[config.mk]
export PLATFORM = sky130hd
export DESIGN_NAME = hfsr_top
export DESIGN_NICKNAME = d
export VERILOG_FILES = /design/src/hfsr_pkg.sv /design/src/hfsr_skip_if.sv /design/src/hfsr_skip_engine.sv /design/src/hfsr_top.sv
export SDC_FILE = /design/constraint.sdc
export NUM_CORES = 1
export LEC_CHECK = 0
export BUFFER_PORTS_ARGS = -buffer_cell sky130_fd_sc_hd__buf_2
export CAP_MARGIN = 20
export CORE_MARGIN = 3
export CORE_UTILIZATION = 35
export CTS_BUF_LIST = sky130_fd_sc_hd__clkbuf_16
export CTS_CLUSTER_DIAMETER = 120
export DETAILED_ROUTE_END_ITERATION = 16
export PLACE_DENSITY_LB_ADDON = 0.08
export SYNTH_ARGS = -nofsm -noshare
export SYNTH_HDL_FRONTEND = slang
export SYNTH_HIERARCHICAL = 1
export SYNTH_SLANG_ARGS = --single-unit
[constraint.sdc]
create_clock -name aclk -period 3.75 [get_ports aclk]
set_clock_uncertainty 0.1 [all_clocks]
set_input_delay 0.375 -clock aclk [delete_from_list [all_inputs] [get_ports aclk]]
set_output_delay 0.375 -clock aclk [all_outputs]
set_load 0.02 [all_outputs]
[src/hfsr_pkg.sv]
// Shared constants and types for the host FIFO status register bank.
`default_nettype none
package hfsr_pkg;
    localparam int unsigned ADDR_W   = 8;
    localparam int unsigned DATA_W   = 32;
    localparam int unsigned STRB_W   = 4;
    localparam int unsigned CNT_W    = 16;
    localparam int unsigned STAT_W   = 8;
    localparam int unsigned SKIP_W   = 14;
    localparam int unsigned CNT_LSB  = 0;
    localparam int unsigned STAT_LSB = 16;
    localparam int unsigned SKIP_BIT = 31;
    localparam int unsigned EV_SKIP_BIT = 0;
    localparam int unsigned EV_HALF_BIT = 23;

    localparam logic [ADDR_W-1:0] OFS_RX_PATH_CTL = 8'h78;
    localparam logic [ADDR_W-1:0] OFS_RX_OCC      = 8'h7c;
    localparam logic [ADDR_W-1:0] OFS_TX_OCC      = 8'h80;
    localparam logic [ADDR_W-1:0] OFS_DROP_CNT    = 8'ha0;
    localparam logic [ADDR_W-1:0] OFS_EV_STAT     = 8'hb0;
    localparam logic [ADDR_W-1:0] OFS_EV_MASK     = 8'hb4;

    localparam logic [DATA_W-1:0] EV_ALL       = 32'h0080_0001;
    localparam logic [DATA_W-1:0] DROP_RESET   = 32'h0000_0000;
    localparam logic [DATA_W-1:0] DROP_HALF    = 32'h7fff_ffff;
    localparam logic [DATA_W-1:0] DROP_ONE     = 32'h0000_0001;
    localparam logic [CNT_W-1:0]  TX_FREE_RESET = 16'h1200;
    localparam logic [CNT_W-1:0]  WORD_BYTES   = 16'h0004;
    localparam logic [CNT_W-1:0]  ROUND_ADD    = 16'h0003;
    localparam logic [CNT_W-1:0]  ALIGN_MASK   = 16'hfffc;
    localparam logic [STAT_W-1:0] STAT_ONE     = 8'h01;
    localparam logic [SKIP_W-1:0] SKIP_ONE     = 14'h0001;
    localparam logic [1:0]        RESP_OKAY    = 2'h0;
    localparam logic [1:0]        RESP_SLVERR  = 2'h2;

    typedef enum logic [1:0]
    {
        SKIP_IDLE = 2'h0,
        SKIP_RUN  = 2'h1,
        SKIP_DONE = 2'h3
    } hfsr_skip_state_t;
endpackage
`default_nettype wire

[src/hfsr_skip_if.sv]
// Handshake between the register bank and the frame skip engine.
`timescale 1ns/1ps
`default_nettype none
interface hfsr_skip_if;
    logic                        start;
    logic [hfsr_pkg::SKIP_W-1:0] words_left;
    logic                        pop;
    logic                        busy;
    logic                        done;

    modport eng (input start, input words_left,
                 output pop, output busy, output done);
    modport ctl (output start, output words_left,
                 input pop, input busy, input done);
endinterface
`default_nettype wire

[src/hfsr_skip_engine.sv]
// Frame skip engine that pops the rest of the current receive frame.
`timescale 1ns/1ps
`default_nettype none
module hfsr_skip_engine
(
    input  wire logic aclk,
    input  wire logic aresetn,
    hfsr_skip_if.eng  sk
);
    hfsr_pkg::hfsr_skip_state_t  state_ff;
    hfsr_pkg::hfsr_skip_state_t  nxt_state;
    logic [hfsr_pkg::SKIP_W-1:0] left_ff;
    logic [hfsr_pkg::SKIP_W-1:0] nxt_left;

    assign sk.pop  = (state_ff == hfsr_pkg::SKIP_RUN);
    assign sk.done = (state_ff == hfsr_pkg::SKIP_DONE);
    assign sk.busy = (state_ff != hfsr_pkg::SKIP_IDLE);

    always_comb
    begin
        nxt_state = state_ff;
        nxt_left  = left_ff;
        case (state_ff)
            hfsr_pkg::SKIP_IDLE:
            begin
                if (sk.start)
                begin
                    nxt_left = sk.words_left;
                    if (sk.words_left == '0)
                        nxt_state = hfsr_pkg::SKIP_DONE;
                    else
                        nxt_state = hfsr_pkg::SKIP_RUN;
                end
            end
            hfsr_pkg::SKIP_RUN:
            begin
                nxt_left = left_ff - hfsr_pkg::SKIP_ONE;
                if (left_ff == hfsr_pkg::SKIP_ONE)
                    nxt_state = hfsr_pkg::SKIP_DONE;
            end
            default:
                nxt_state = hfsr_pkg::SKIP_IDLE;
        endcase
    end

    always_ff @(posedge aclk)
    begin
        if (!aresetn)
        begin
            state_ff <= hfsr_pkg::SKIP_IDLE;
            left_ff  <= '0;
        end
        else
        begin
            state_ff <= nxt_state;
            left_ff  <= nxt_left;
        end
    end

    a_skip_last_word: assert property (
        @(posedge aclk) disable iff (!aresetn)
        state_ff == hfsr_pkg::SKIP_RUN && left_ff == hfsr_pkg::SKIP_ONE
        |=> sk.done ##1 !sk.busy)
        else $error("Skip did not end after the last word.");

    a_skip_empty_frame: assert property (
        @(posedge aclk) disable iff (!aresetn)
        !sk.busy && sk.start && sk.words_left == '0
        |=> sk.busy && !sk.pop ##1 !sk.busy)
        else $error("Empty skip did not finish in one cycle.");

    a_skip_busy_hold: assert property (
        @(posedge aclk) disable iff (!aresetn)
        sk.pop |=> sk.busy)
        else $error("Skip dropped busy before done.");
endmodule
`default_nettype wire

[src/hfsr_top.sv]
// Host FIFO status register bank with AXI4-Lite slave and event interrupt.
// Summary of operation
// - A one written to the frame skip bit pops the rest of the frame.
// - The skip bit reads one until the skip has ended, then clears itself.
// - Receive status words used is a read-only count, zero after reset.
// - Receive data bytes used grows by each stored frame, zero at reset.
// - A frame length that is not whole words is rounded up to a word.
// - Transmit status words used is a read-only count, zero after reset.
// - Transmit data bytes free reads the full empty capacity after reset.
// - Each dropped receive frame steps the 32-bit tally up by one.
// - Any read of the tally returns its value and then clears it.
// - The tally passing its midpoint raises the half-way event.
//
// Added by the designer: the AXI4-Lite slave port.
`timescale 1ns/1ps
`default_nettype none
module hfsr_top
(
    input  wire logic        aclk,
    input  wire logic        aresetn,
    input  wire logic [7:0]  s_axi_awaddr,
    input  wire logic        s_axi_awvalid,
    output logic             s_axi_awready,
    input  wire logic [31:0] s_axi_wdata,
    input  wire logic [3:0]  s_axi_wstrb,
    input  wire logic        s_axi_wvalid,
    output logic             s_axi_wready,
    output logic [1:0]       s_axi_bresp,
    output logic             s_axi_bvalid,
    input  wire logic        s_axi_bready,
    input  wire logic [7:0]  s_axi_araddr,
    input  wire logic        s_axi_arvalid,
    output logic             s_axi_arready,
    output logic [31:0]      s_axi_rdata,
    output logic [1:0]       s_axi_rresp,
    output logic             s_axi_rvalid,
    input  wire logic        s_axi_rready,
    input  wire logic        rx_frame_stored,
    input  wire logic [15:0] rx_frame_len,
    input  wire logic        rx_data_word_pop,
    input  wire logic [13:0] rx_cur_words_left,
    output logic             rx_skip_pop,
    input  wire logic        rx_status_push,
    input  wire logic        rx_status_pop,
    input  wire logic        tx_status_push,
    input  wire logic        tx_status_pop,
    input  wire logic        tx_data_word_push,
    input  wire logic        tx_data_word_drain,
    input  wire logic        rx_frame_dropped,
    output logic             irq
);
    hfsr_skip_if sk ();

    logic        aw_held_ff;
    logic        nxt_aw_held;
    logic [7:0]  awaddr_ff;
    logic [7:0]  nxt_awaddr;
    logic        w_held_ff;
    logic        nxt_w_held;
    logic [31:0] wdata_ff;
    logic [31:0] nxt_wdata;
    logic [3:0]  wstrb_ff;
    logic [3:0]  nxt_wstrb;
    logic        bvalid_ff;
    logic        nxt_bvalid;
    logic [1:0]  bresp_ff;
    logic [1:0]  nxt_bresp;
    logic        rvalid_ff;
    logic        nxt_rvalid;
    logic [31:0] rdata_ff;
    logic [31:0] nxt_rdata;
    logic [1:0]  rresp_ff;
    logic [1:0]  nxt_rresp;
    logic        skip_go_ff;
    logic        nxt_skip_go;
    logic [31:0] mask_ff;
    logic [31:0] nxt_mask;
    logic [31:0] ev_ff;
    logic [31:0] nxt_ev;
    logic        irq_ff;
    logic        nxt_irq;
    logic [31:0] drop_cnt_ff;
    logic [31:0] nxt_drop_cnt;
    logic [7:0]  rx_sused_ff;
    logic [7:0]  nxt_rx_sused;
    logic [15:0] rx_dused_ff;
    logic [15:0] nxt_rx_dused;
    logic [7:0]  tx_sused_ff;
    logic [7:0]  nxt_tx_sused;
    logic [15:0] tx_free_ff;
    logic [15:0] nxt_tx_free;
    logic        aw_take;
    logic        w_take;
    logic        ar_take;
    logic        wr_commit;
    logic        wr_map;
    logic        rd_map;
    logic        rd_ev;
    logic        rd_drop;
    logic        half_cross;
    logic [31:0] rd_val;
    logic [31:0] wmask;
    logic [31:0] ev_set;
    logic [15:0] rx_add;
    logic [15:0] rx_sub;
    hfsr_skip_engine u_skip
    (
        .aclk    (aclk),
        .aresetn (aresetn),
        .sk      (sk)
    );

    assign sk.start      = skip_go_ff;
    assign sk.words_left = rx_cur_words_left;
    assign rx_skip_pop   = sk.pop;

    // A new request waits while the answer is pending, so each channel
    // holds at most one beat and no response can be overwritten.
    assign s_axi_awready = !aw_held_ff && !bvalid_ff;
    assign s_axi_wready  = !w_held_ff && !bvalid_ff;
    assign s_axi_arready = !rvalid_ff;
    assign s_axi_bvalid  = bvalid_ff;
    assign s_axi_bresp   = bresp_ff;
    assign s_axi_rvalid  = rvalid_ff;
    assign s_axi_rdata   = rdata_ff;
    assign s_axi_rresp   = rresp_ff;
    assign irq           = irq_ff;

    assign aw_take   = s_axi_awvalid && s_axi_awready;
    assign w_take    = s_axi_wvalid && s_axi_wready;
    assign ar_take   = s_axi_arvalid && s_axi_arready;
    assign wr_commit = aw_held_ff && w_held_ff;
    assign rd_ev     = ar_take && s_axi_araddr == hfsr_pkg::OFS_EV_STAT;
    assign rd_drop   = ar_take && s_axi_araddr == hfsr_pkg::OFS_DROP_CNT;

    genvar lane;
    generate
        for (lane = 0; lane < hfsr_pkg::STRB_W; lane++)
        begin : g_lane
            assign wmask[8*lane +: 8] = {8{wstrb_ff[lane]}};
        end
    endgenerate

    always_comb
    begin
        wr_map = 1'b0;
        if (awaddr_ff == hfsr_pkg::OFS_RX_PATH_CTL ||
            awaddr_ff == hfsr_pkg::OFS_RX_OCC ||
            awaddr_ff == hfsr_pkg::OFS_TX_OCC ||
            awaddr_ff == hfsr_pkg::OFS_DROP_CNT ||
            awaddr_ff == hfsr_pkg::OFS_EV_STAT ||
            awaddr_ff == hfsr_pkg::OFS_EV_MASK)
            wr_map = 1'b1;
    end

    always_comb
    begin
        rd_val = '0;
        rd_map = 1'b1;
        if (s_axi_araddr == hfsr_pkg::OFS_RX_PATH_CTL)
            rd_val[hfsr_pkg::SKIP_BIT] = skip_go_ff || sk.busy;
        else if (s_axi_araddr == hfsr_pkg::OFS_RX_OCC)
        begin
            rd_val[hfsr_pkg::STAT_LSB +: hfsr_pkg::STAT_W] = rx_sused_ff;
            rd_val[hfsr_pkg::CNT_LSB +: hfsr_pkg::CNT_W]   = rx_dused_ff;
        end
        else if (s_axi_araddr == hfsr_pkg::OFS_TX_OCC)
        begin
            rd_val[hfsr_pkg::STAT_LSB +: hfsr_pkg::STAT_W] = tx_sused_ff;
            rd_val[hfsr_pkg::CNT_LSB +: hfsr_pkg::CNT_W]   = tx_free_ff;
        end
        else if (s_axi_araddr == hfsr_pkg::OFS_DROP_CNT)
            rd_val = drop_cnt_ff;
        else if (s_axi_araddr == hfsr_pkg::OFS_EV_STAT)
            rd_val = ev_ff;
        else if (s_axi_araddr == hfsr_pkg::OFS_EV_MASK)
            rd_val = mask_ff;
        else
            rd_map = 1'b0;
    end

    always_comb
    begin
        nxt_aw_held = aw_held_ff;
        nxt_awaddr  = awaddr_ff;
        nxt_w_held  = w_held_ff;
        nxt_wdata   = wdata_ff;
        nxt_wstrb   = wstrb_ff;
        nxt_bvalid  = bvalid_ff;
        nxt_bresp   = bresp_ff;
        nxt_rvalid  = rvalid_ff;
        nxt_rdata   = rdata_ff;
        nxt_rresp   = rresp_ff;
        if (aw_take)
        begin
            nxt_aw_held = 1'b1;
            nxt_awaddr  = s_axi_awaddr;
        end
        if (w_take)
        begin
            nxt_w_held = 1'b1;
            nxt_wdata  = s_axi_wdata;
            nxt_wstrb  = s_axi_wstrb;
        end
        if (wr_commit)
        begin
            nxt_aw_held = 1'b0;
            nxt_w_held  = 1'b0;
            nxt_bvalid  = 1'b1;
            nxt_bresp   = wr_map ? hfsr_pkg::RESP_OKAY : hfsr_pkg::RESP_SLVERR;
        end
        else if (bvalid_ff && s_axi_bready)
            nxt_bvalid = 1'b0;
        if (ar_take)
        begin
            nxt_rvalid = 1'b1;
            nxt_rdata  = rd_val;
            nxt_rresp  = rd_map ? hfsr_pkg::RESP_OKAY : hfsr_pkg::RESP_SLVERR;
        end
        else if (rvalid_ff && s_axi_rready)
            nxt_rvalid = 1'b0;
    end

    always_ff @(posedge aclk)
    begin
        if (!aresetn)
        begin
            aw_held_ff <= 1'b0;
            awaddr_ff  <= '0;
            w_held_ff  <= 1'b0;
            wdata_ff   <= '0;
            wstrb_ff   <= '0;
            bvalid_ff  <= 1'b0;
            bresp_ff   <= hfsr_pkg::RESP_OKAY;
            rvalid_ff  <= 1'b0;
            rdata_ff   <= '0;
            rresp_ff   <= hfsr_pkg::RESP_OKAY;
        end
        else
        begin
            aw_held_ff <= nxt_aw_held;
            awaddr_ff  <= nxt_awaddr;
            w_held_ff  <= nxt_w_held;
            wdata_ff   <= nxt_wdata;
            wstrb_ff   <= nxt_wstrb;
            bvalid_ff  <= nxt_bvalid;
            bresp_ff   <= nxt_bresp;
            rvalid_ff  <= nxt_rvalid;
            rdata_ff   <= nxt_rdata;
            rresp_ff   <= nxt_rresp;
        end
    end

    assign half_cross = rx_frame_dropped && !rd_drop &&
                        drop_cnt_ff == hfsr_pkg::DROP_HALF;

    assign rx_add = rx_frame_stored ?
        ((rx_frame_len + hfsr_pkg::ROUND_ADD) & hfsr_pkg::ALIGN_MASK) : '0;
    // Host pops and skip pops never coincide when software keeps off the
    // data port during a skip, so one word is the most leaving per cycle.
    assign rx_sub = (rx_data_word_pop || sk.pop) ? hfsr_pkg::WORD_BYTES : '0;

    always_comb
    begin
        ev_set = '0;
        ev_set[hfsr_pkg::EV_HALF_BIT] = half_cross;
        ev_set[hfsr_pkg::EV_SKIP_BIT] = sk.done;
        nxt_skip_go = wr_commit && wdata_ff[hfsr_pkg::SKIP_BIT] &&
                      wmask[hfsr_pkg::SKIP_BIT] && !sk.busy && !skip_go_ff &&
                      awaddr_ff == hfsr_pkg::OFS_RX_PATH_CTL;
        nxt_mask = mask_ff;
        if (wr_commit && awaddr_ff == hfsr_pkg::OFS_EV_MASK)
            nxt_mask = ((wdata_ff & wmask) | (mask_ff & ~wmask)) &
                       hfsr_pkg::EV_ALL;
        // A new event in the cycle of the clearing read survives it.
        nxt_ev  = (rd_ev ? '0 : ev_ff) | ev_set;
        nxt_irq = |(nxt_ev & nxt_mask);
        nxt_drop_cnt = rd_drop ? hfsr_pkg::DROP_RESET : drop_cnt_ff;
        if (rx_frame_dropped)
            nxt_drop_cnt = nxt_drop_cnt + hfsr_pkg::DROP_ONE;
        nxt_rx_sused = rx_sused_ff +
                       (rx_status_push ? hfsr_pkg::STAT_ONE : '0) -
                       (rx_status_pop ? hfsr_pkg::STAT_ONE : '0);
        nxt_rx_dused = rx_dused_ff + rx_add - rx_sub;
        nxt_tx_sused = tx_sused_ff +
                       (tx_status_push ? hfsr_pkg::STAT_ONE : '0) -
                       (tx_status_pop ? hfsr_pkg::STAT_ONE : '0);
        nxt_tx_free = tx_free_ff +
                      (tx_data_word_drain ? hfsr_pkg::WORD_BYTES : '0) -
                      (tx_data_word_push ? hfsr_pkg::WORD_BYTES : '0);
    end

    always_ff @(posedge aclk)
    begin
        if (!aresetn)
        begin
            skip_go_ff  <= 1'b0;
            mask_ff     <= '0;
            ev_ff       <= '0;
            irq_ff      <= 1'b0;
            drop_cnt_ff <= hfsr_pkg::DROP_RESET;
            rx_sused_ff <= '0;
            rx_dused_ff <= '0;
            tx_sused_ff <= '0;
            tx_free_ff  <= hfsr_pkg::TX_FREE_RESET;
        end
        else
        begin
            skip_go_ff  <= nxt_skip_go;
            mask_ff     <= nxt_mask;
            ev_ff       <= nxt_ev;
            irq_ff      <= nxt_irq;
            drop_cnt_ff <= nxt_drop_cnt;
            rx_sused_ff <= nxt_rx_sused;
            rx_dused_ff <= nxt_rx_dused;
            tx_sused_ff <= nxt_tx_sused;
            tx_free_ff  <= nxt_tx_free;
        end
    end

    a_drop_step_one: assert property (
        @(posedge aclk) disable iff (!aresetn)
        rx_frame_dropped && !rd_drop
        |=> drop_cnt_ff == $past(drop_cnt_ff) + hfsr_pkg::DROP_ONE)
        else $error("Dropped frame tally did not step by one.");
    a_drop_read_clear: assert property (
        @(posedge aclk) disable iff (!aresetn)
        rd_drop && !rx_frame_dropped
        |=> drop_cnt_ff == '0 && s_axi_rdata == $past(drop_cnt_ff))
        else $error("Tally read did not return and clear the count.");
    a_half_event_set: assert property (
        @(posedge aclk) disable iff (!aresetn)
        half_cross |=> ev_ff[hfsr_pkg::EV_HALF_BIT] ##1
        (ev_ff[hfsr_pkg::EV_HALF_BIT] || $past(rd_ev)))
        else $error("Half-way event was not held.");
    a_skip_reads_one: assert property (
        @(posedge aclk) disable iff (!aresetn)
        ar_take && s_axi_araddr == hfsr_pkg::OFS_RX_PATH_CTL && sk.busy
        |=> s_axi_rvalid && s_axi_rdata[hfsr_pkg::SKIP_BIT])
        else $error("Skip bit read zero during a skip.");
    a_rx_used_round: assert property (
        @(posedge aclk) disable iff (!aresetn)
        rx_frame_stored && !rx_data_word_pop && !sk.pop
        |=> rx_dused_ff == $past(rx_dused_ff) +
        (($past(rx_frame_len) + hfsr_pkg::ROUND_ADD) & hfsr_pkg::ALIGN_MASK))
        else $error("Receive data used did not add the rounded length.");
    a_rx_stat_used: assert property (
        @(posedge aclk) disable iff (!aresetn)
        rx_status_push && !rx_status_pop
        |=> rx_sused_ff == $past(rx_sused_ff) + hfsr_pkg::STAT_ONE)
        else $error("Receive status used did not count a push.");
    a_ctl_resv_zero: assert property (
        @(posedge aclk) disable iff (!aresetn)
        ar_take && s_axi_araddr == hfsr_pkg::OFS_RX_PATH_CTL
        |=> s_axi_rdata[hfsr_pkg::SKIP_BIT-1:0] == '0)
        else $error("Reserved control bits read nonzero.");
endmodule
`default_nettype wire

After elaboration in Yosys (flattened, before gate mapping)
Index checks and enable logic that the tools add are counted.
{"block": "classes", "eq_ne": 18, "bitwise": 7, "addsub": 11, "reduce_logical": 42, "muxes": 40}
{"operator": "32-bit 2-to-1 mux", "count": 7}
{"operator": "8-bit equality test, second input constant", "count": 8}
{"operator": "24-bit bitwise AND", "count": 2}
{"operator": "24-bit 2-to-1 mux", "count": 2}
{"operator": "32-bit by 1-bit adder with 32-bit output, second input constant", "count": 1}
{"operator": "32-bit bitwise AND", "count": 1}
{"operator": "32-bit by 31-bit equality test with 1-bit output, second input constant", "count": 1}
{"operator": "8-bit by 7-bit equality test with 1-bit output, second input constant", "count": 4}
{"operator": "32-bit by 24-bit OR with 32-bit output", "count": 1}
{"operator": "32-bit OR reduction", "count": 1}
{"operator": "16-bit by 3-bit subtractor with 16-bit output", "count": 2}
{"operator": "31-bit 2-to-1 mux", "count": 1}
{"operator": "14-bit one-hot mux with 2 select lines", "count": 1}
{"operator": "24-bit inverter", "count": 1}
{"operator": "24-bit OR", "count": 1}
{"operator": "1-bit logical AND", "count": 18}
{"operator": "16-bit adder", "count": 1}
{"operator": "16-bit by 2-bit adder with 16-bit output, second input constant", "count": 1}
{"operator": "16-bit by 3-bit adder with 16-bit output", "count": 1}
{"operator": "8-bit by 1-bit adder with 8-bit output", "count": 2}
{"operator": "1-bit 2-to-1 mux", "count": 16}
{"operator": "16-bit 2-to-1 mux", "count": 1}
{"operator": "8-bit 2-to-1 mux", "count": 2}
{"operator": "8-bit by 1-bit subtractor with 8-bit output", "count": 2}
{"operator": "18 further kinds", "count": 40}
{"block": "totals", "output_inout_bits": 43, "reg_bits": 246, "inputBits": 98}

Logic depth before layout (Yosys ltp)
{"block": "logic_depth", "ltp_word": 9, "depth_mapped": 14}

Hierarchy
The synthesis kept the hierarchy.
{"mod": "hfsr_top", "seq_area_each_um2": 3883.7, "cells_each": 1195, "n_inst": 1, "area_each_um2": 10219.8}
{"mod": "hfsr_skip_engine", "seq_area_each_um2": 320.3, "cells_each": 128, "n_inst": 1, "area_each_um2": 1049.8}

Worst setup path after synthesis
OpenSTA, ideal clock, no wires.
{"block": "synth_timing", "path_type": "input-to-reg", "from": "input port rx_frame_len[1]", "to": "register rx_dused_ff[15]", "t_arrival_ns": 2.930, "required_time_ns": 3.576, "setup_slack_ns": 0.646, "stages": 14, "n_path_buf": 0, "cell_sequence": "o211ai_1 -> nor3_1 -> nand4_1 -> nor3b_1 -> a21oi_1 -> ha_1 -> inv_1 -> ha_1 -> nand4_1 -> or2_2 -> a21o_1 -> o311a_1 -> a211o_1 -> o21ai_0"}
{"block": "synth_between", "elab_chain_len": 4}
{"item": "from (decl)", "line_no": "hfsr_top.sv:39", "source": "input wire logic [15:0] rx_frame_len,"}
{"item": "16-bit by 2-bit adder with 16-bit output", "line_no": "hfsr_top.sv:258", "source": "((rx_frame_len + hfsr_pkg::ROUND_ADD) & hfsr_pkg::ALIGN_MASK) : '0;"}
{"item": "16-bit 2-to-1 mux", "line_no": "hfsr_top.sv:257", "source": "assign rx_add = rx_frame_stored ?"}
{"item": "16-bit adder", "line_no": "hfsr_top.sv:284", "source": "nxt_rx_dused = rx_dused_ff + rx_add - rx_sub;"}
{"item": "16-bit by 3-bit subtractor with 16-bit output", "line_no": "hfsr_top.sv:284"}
{"item": "to (signal assigned)", "line_no": "hfsr_top.sv:315", "source": "rx_dused_ff <= nxt_rx_dused;"}
{"item": "to (decl)", "line_no": "hfsr_top.sv:86", "source": "logic [15:0] rx_dused_ff;"}
No other way between the ends.
A chain may end at the register's enable or synchronous reset.

Worst setup path in the final report
{"block": "layout_timing", "from": "register u_skip.state_ff[1]", "to": "register rx_dused_ff[10]"}
{"block": "layout_between", "elab_chain_len": 4}
{"item": "from (decl)", "line_no": "hfsr_skip_engine.sv:10", "source": "hfsr_pkg::hfsr_skip_state_t state_ff;"}
{"item": "from (signal assigned)", "line_no": "hfsr_skip_engine.sv:50", "source": "state_ff <= hfsr_pkg::SKIP_IDLE;"}
{"item": "from (signal assigned)", "line_no": "hfsr_skip_engine.sv:55", "source": "state_ff <= nxt_state;"}
{"item": "2-bit by 1-bit equality test with 1-bit output", "line_no": "hfsr_skip_engine.sv:15", "source": "assign sk.pop = (state_ff == hfsr_pkg::SKIP_RUN);"}
{"item": "1-bit logical OR", "line_no": "hfsr_top.sv:261", "source": "assign rx_sub = (rx_data_word_pop || sk.pop) ? hfsr_pkg::WORD_BYTES : '0;"}
{"item": "3-bit 2-to-1 mux", "line_no": "hfsr_top.sv:261"}
{"item": "16-bit by 3-bit subtractor with 16-bit output", "line_no": "hfsr_top.sv:284"}
No other way between the ends.

==> summary.md <==
| Metric | Value |
|---|---|
| Switching Share | 0.338 |
| Final Critical Period | 3.21 ns |
| Reg2Reg Capture Point | rx_dused_ff[10] |
| Slew @ Worst Pin | 0.792 ns |
| Crit-path slowest cell | fa_1 |
| Post-DRT Antenna Nets | 0 |
| Final Hold Fails | 0 |
| P_leak | 5.67 nW |
| Largest net degree at the start of global routing | 71 |
| First-pass GRT wire length | 49300 um |
| Inserted Clock Buffers | 27 |
| Post-synth EDFFs | 0 |
| Power Density | 600 mW/mm2 |
| RSZ-0062 raised after global routing | false |
| Max Cap Viol | 0 |
| DR vias/cell | 5.07 |
| CTS sink count | 210 |
| Startpoint types | register |
| Clock slew at reported path FFs | 0.06 ns |
| Clk buf depth | 3 |
| Final Power | 0.00792 W |
| Final Max Tran Viols | 0 |
| Peak VDD IR | 0.321 mV |
| Netlist cell types | 90 |
| Sequential group share of total power | 0.331 |
| Vias | 9417 |
| Vias in the first global route | 8950 |
| Hold Crit Depth | 3 |
| Layout Nets | 1597 |
| # rows | 65 |
| Iter 0 DRT Violations | 447 |
| Seq cells post-synth | 210 |
| Reg2reg path depth | 13 |
| Boundary Pins | 141 |
| CORE AREA | 0.0316 mm2 |
| Clock power share | 0.317 |
| Mapped cell area | 0.0113 mm2 |
| Critical R2R Launch | u_skip/state_ff[1] |
| Detailed Place HPWL | 22500 um |
| Mean Syn Cell Area | 8.52 um2 |
| Endpoints failing setup | 0 |
| Period Utilization, post-route | 0.855 |
| Port Buf Inserts | 108 |
| Initial core utilization | 0.356 |
| GR Overflow Total | 0 |
| Clock latency on the worst-skew pair | 0.53 ns |
| Async set or reset register ratio after synthesis | 0 |
| Area Overhead vs Synth | 17.2% |
| Crit path DAT | 3.51 ns |
| Status | complete, no violations |
| Share of layout cells above drive strength 1 | 0.138 |
| Root Buffer | clkbuf_16 |
| Die width | 185 um |
| Cell mode on critical path | ha_1 |
| Worst endpoint required time | 4.05 ns |
| Hold Startpoint | s_axi_arvalid |
| Crit end category | register |
| Main synth FF type | dfxtp_1 |
| Antenna cells | 0 |
| HP Class | input pin to register |
| Number of iterations in the first detailed-routing pass | 5 |
| Sw power | 0.00268 W |
| CP peak stage delay | 0.44 ns |
| Worst min-delay path endpoint | s_axi_rvalid |
| Count of buffer and inverter cells on the critical path | 2 |
| R2r setup slk | 0.54 ns |
| DRC | 0 |
| Gr usage total | 0.179 |
| Fmax | 312 MHz |
| Crit-path max FO | 7 |
| P_int | 0.00524 W |
| RePlAce Congestion | 0.812 |
| WS Path Type | register to register |
| Final Routed Wirelength | 31300 um |
| Post-synthesis sequential area ratio | 0.373 |
| DIE AREA | 0.0344 mm2 |
| Initial antenna violation count | 0 |
| DR WL/cell | 16.8 um |
| Crit-path cells | nand2b_1 -> inv_2 -> or2_2 -> fa_1 -> inv_1 -> ha_1 -> ha_1 -> o211a_1 -> o211ai_1 -> a21oi_1 -> o21ai_0 -> nand3_1 -> nor3b_1 |
| Synth Instances | 1323 |
| Fin Setup TNS | 0 ns |
| Htree depth | 1 |
| Top Family by Delay on Critical Path | adder cells |
| Slew margin rel. | 0.467 |
| Logic pwr share | 0.352 |
| TritonCTS clock tree | done |
| Yosys warnings | 6 |
| Die Y | 185 um |
## sequential cells by signal (all words and copies together), names as in the netlist, 2 cells and up
signal / flops
awaddr_ff: 8
drop_cnt_ff: 32
ev_ff: 32
mask_ff: 32
rx_dused_ff: 14
rx_sused_ff: 8
s_axi_rdata: 32
tx_free_ff: 14
tx_sused_ff: 8
u_skip/left_ff: 14
u_skip/state_ff: 2
wdata_ff: 3
wstrb_ff: 3
## placed cells by master, fill, tap and decap left out, drive strengths merged, types with 30 or more instances in the layout
master / count
xor2: 30
xnor2: 38
a21oi: 83
and2: 61
and3: 42
buf: 127
inv: 96
o21ai: 55
nor2: 121
nand2: 127
dfxtp: 210
ha: 57
mux2i: 44
## cells in the mapped netlist (24+ instances only)
master      n  share of area
mux2i_1    44          0.039
dfxtp_1   210           0.37
xor2_1     30          0.023
and3_1     40          0.022
o211ai_1   24          0.016
inv_1      87          0.029
a21oi_1    82          0.036
nor2_1    121          0.040
nand4_1    24          0.013
nand2_1   123          0.041
xnor2_1    38          0.030
ha_1       57          0.063
o21ai_0    51          0.023
clkbuf_1   40          0.013
nand3_1    25          0.011
and2_1     61          0.034
## metrics by stage
step,cell area [um2],hold WS [ns],utilization,setup slack (ns),cells
after floorplan,11300,0.329,-,0.646,1324
after global placement,12200,0.340,0.385,0.296,1791
after detailed placement,12200,0.341,0.385,0.218,1791
after CTS,13200,0.000836,0.417,0.524,1858
after global routing,13200,0.0310,0.417,0.299,1858
final,13200,0.0297,0.417,0.542,1858
## final cells by class
class	instances	area, um2
clock buffers	27	676
clock inverters	22	180
fillers	3224	18400
inverters	90	338
multi-input cells	962	6430
flip-flops and latches	210	4200
well taps	402	503
repair buffers	145	876
## cells by family after synthesis
| family | after synthesis | synth area share |
|---|---|---|
| AO/OA/AOI/OAI | 279 | 0.167 |
| XOR/XNOR | 68 | 0.0528 |
| adder cells (fa/ha/maj) | 63 | 0.0739 |
| buffers and inverters | 152 | 0.0566 |
| flip-flops | 210 | 0.373 |
| multiplexers | 50 | 0.0451 |
| other | 1 | 0.000333 |
| AND/OR/NAND/NOR | 500 | 0.231 |
## worst max path at each step
stage,from,end,slack [ns],cells past startpoint
5_1_grt,u_skip/state_ff[1],rx_dused_ff[14],0.30,13
2_1_floorplan,rx_frame_len[1],rx_dused_ff[15],0.65,14
3_5_place_dp,rx_frame_len[4],rx_dused_ff[15],0.22,15
3_3_place_gp,rx_frame_len[4],rx_dused_ff[15],0.30,15
6_report,u_skip/state_ff[1],rx_dused_ff[10],0.54,13
4_1_cts,u_skip/state_ff[1],rx_dused_ff[14],0.52,13
## routing by layer
layer,vias up,wire length [um],track usage
met4,0,575,0.0402
met1,4371,15400,0.255
met2,146,14200,0.288
li1,4859,-,-
met5,-,0,0
met3,41,1100,0.0232
## what timing repair did
item | in CTS | in global routing
resized for setup | 0 | 0
buffers inserted | 0 | 0
hold endpoints to repair | 18 | 0
hold buffers | 18 | 0
## worst register-to-register path, delay by kind of cell, from the launching register on
kind | cells | cell delay [ns]
flops | 1 | 0.32
compound gates | 4 | 0.80
fa+ha+maj | 3 | 0.86
simple gates | 4 | 0.83
buf+inv | 2 | 0.19
## power by group through the flow
stage          clock (W)  sequential [W]  combinational (W)
4_1_cts          0.00258         0.00263            0.00281
6_report         0.00251         0.00263            0.00278
3_5_place_dp           0         0.00268            0.00278
2_1_floorplan          0         0.00261            0.00226
5_1_grt          0.00269         0.00266            0.00322
3_3_place_gp           0         0.00268            0.00277
(Power assumes the default switching activity.)
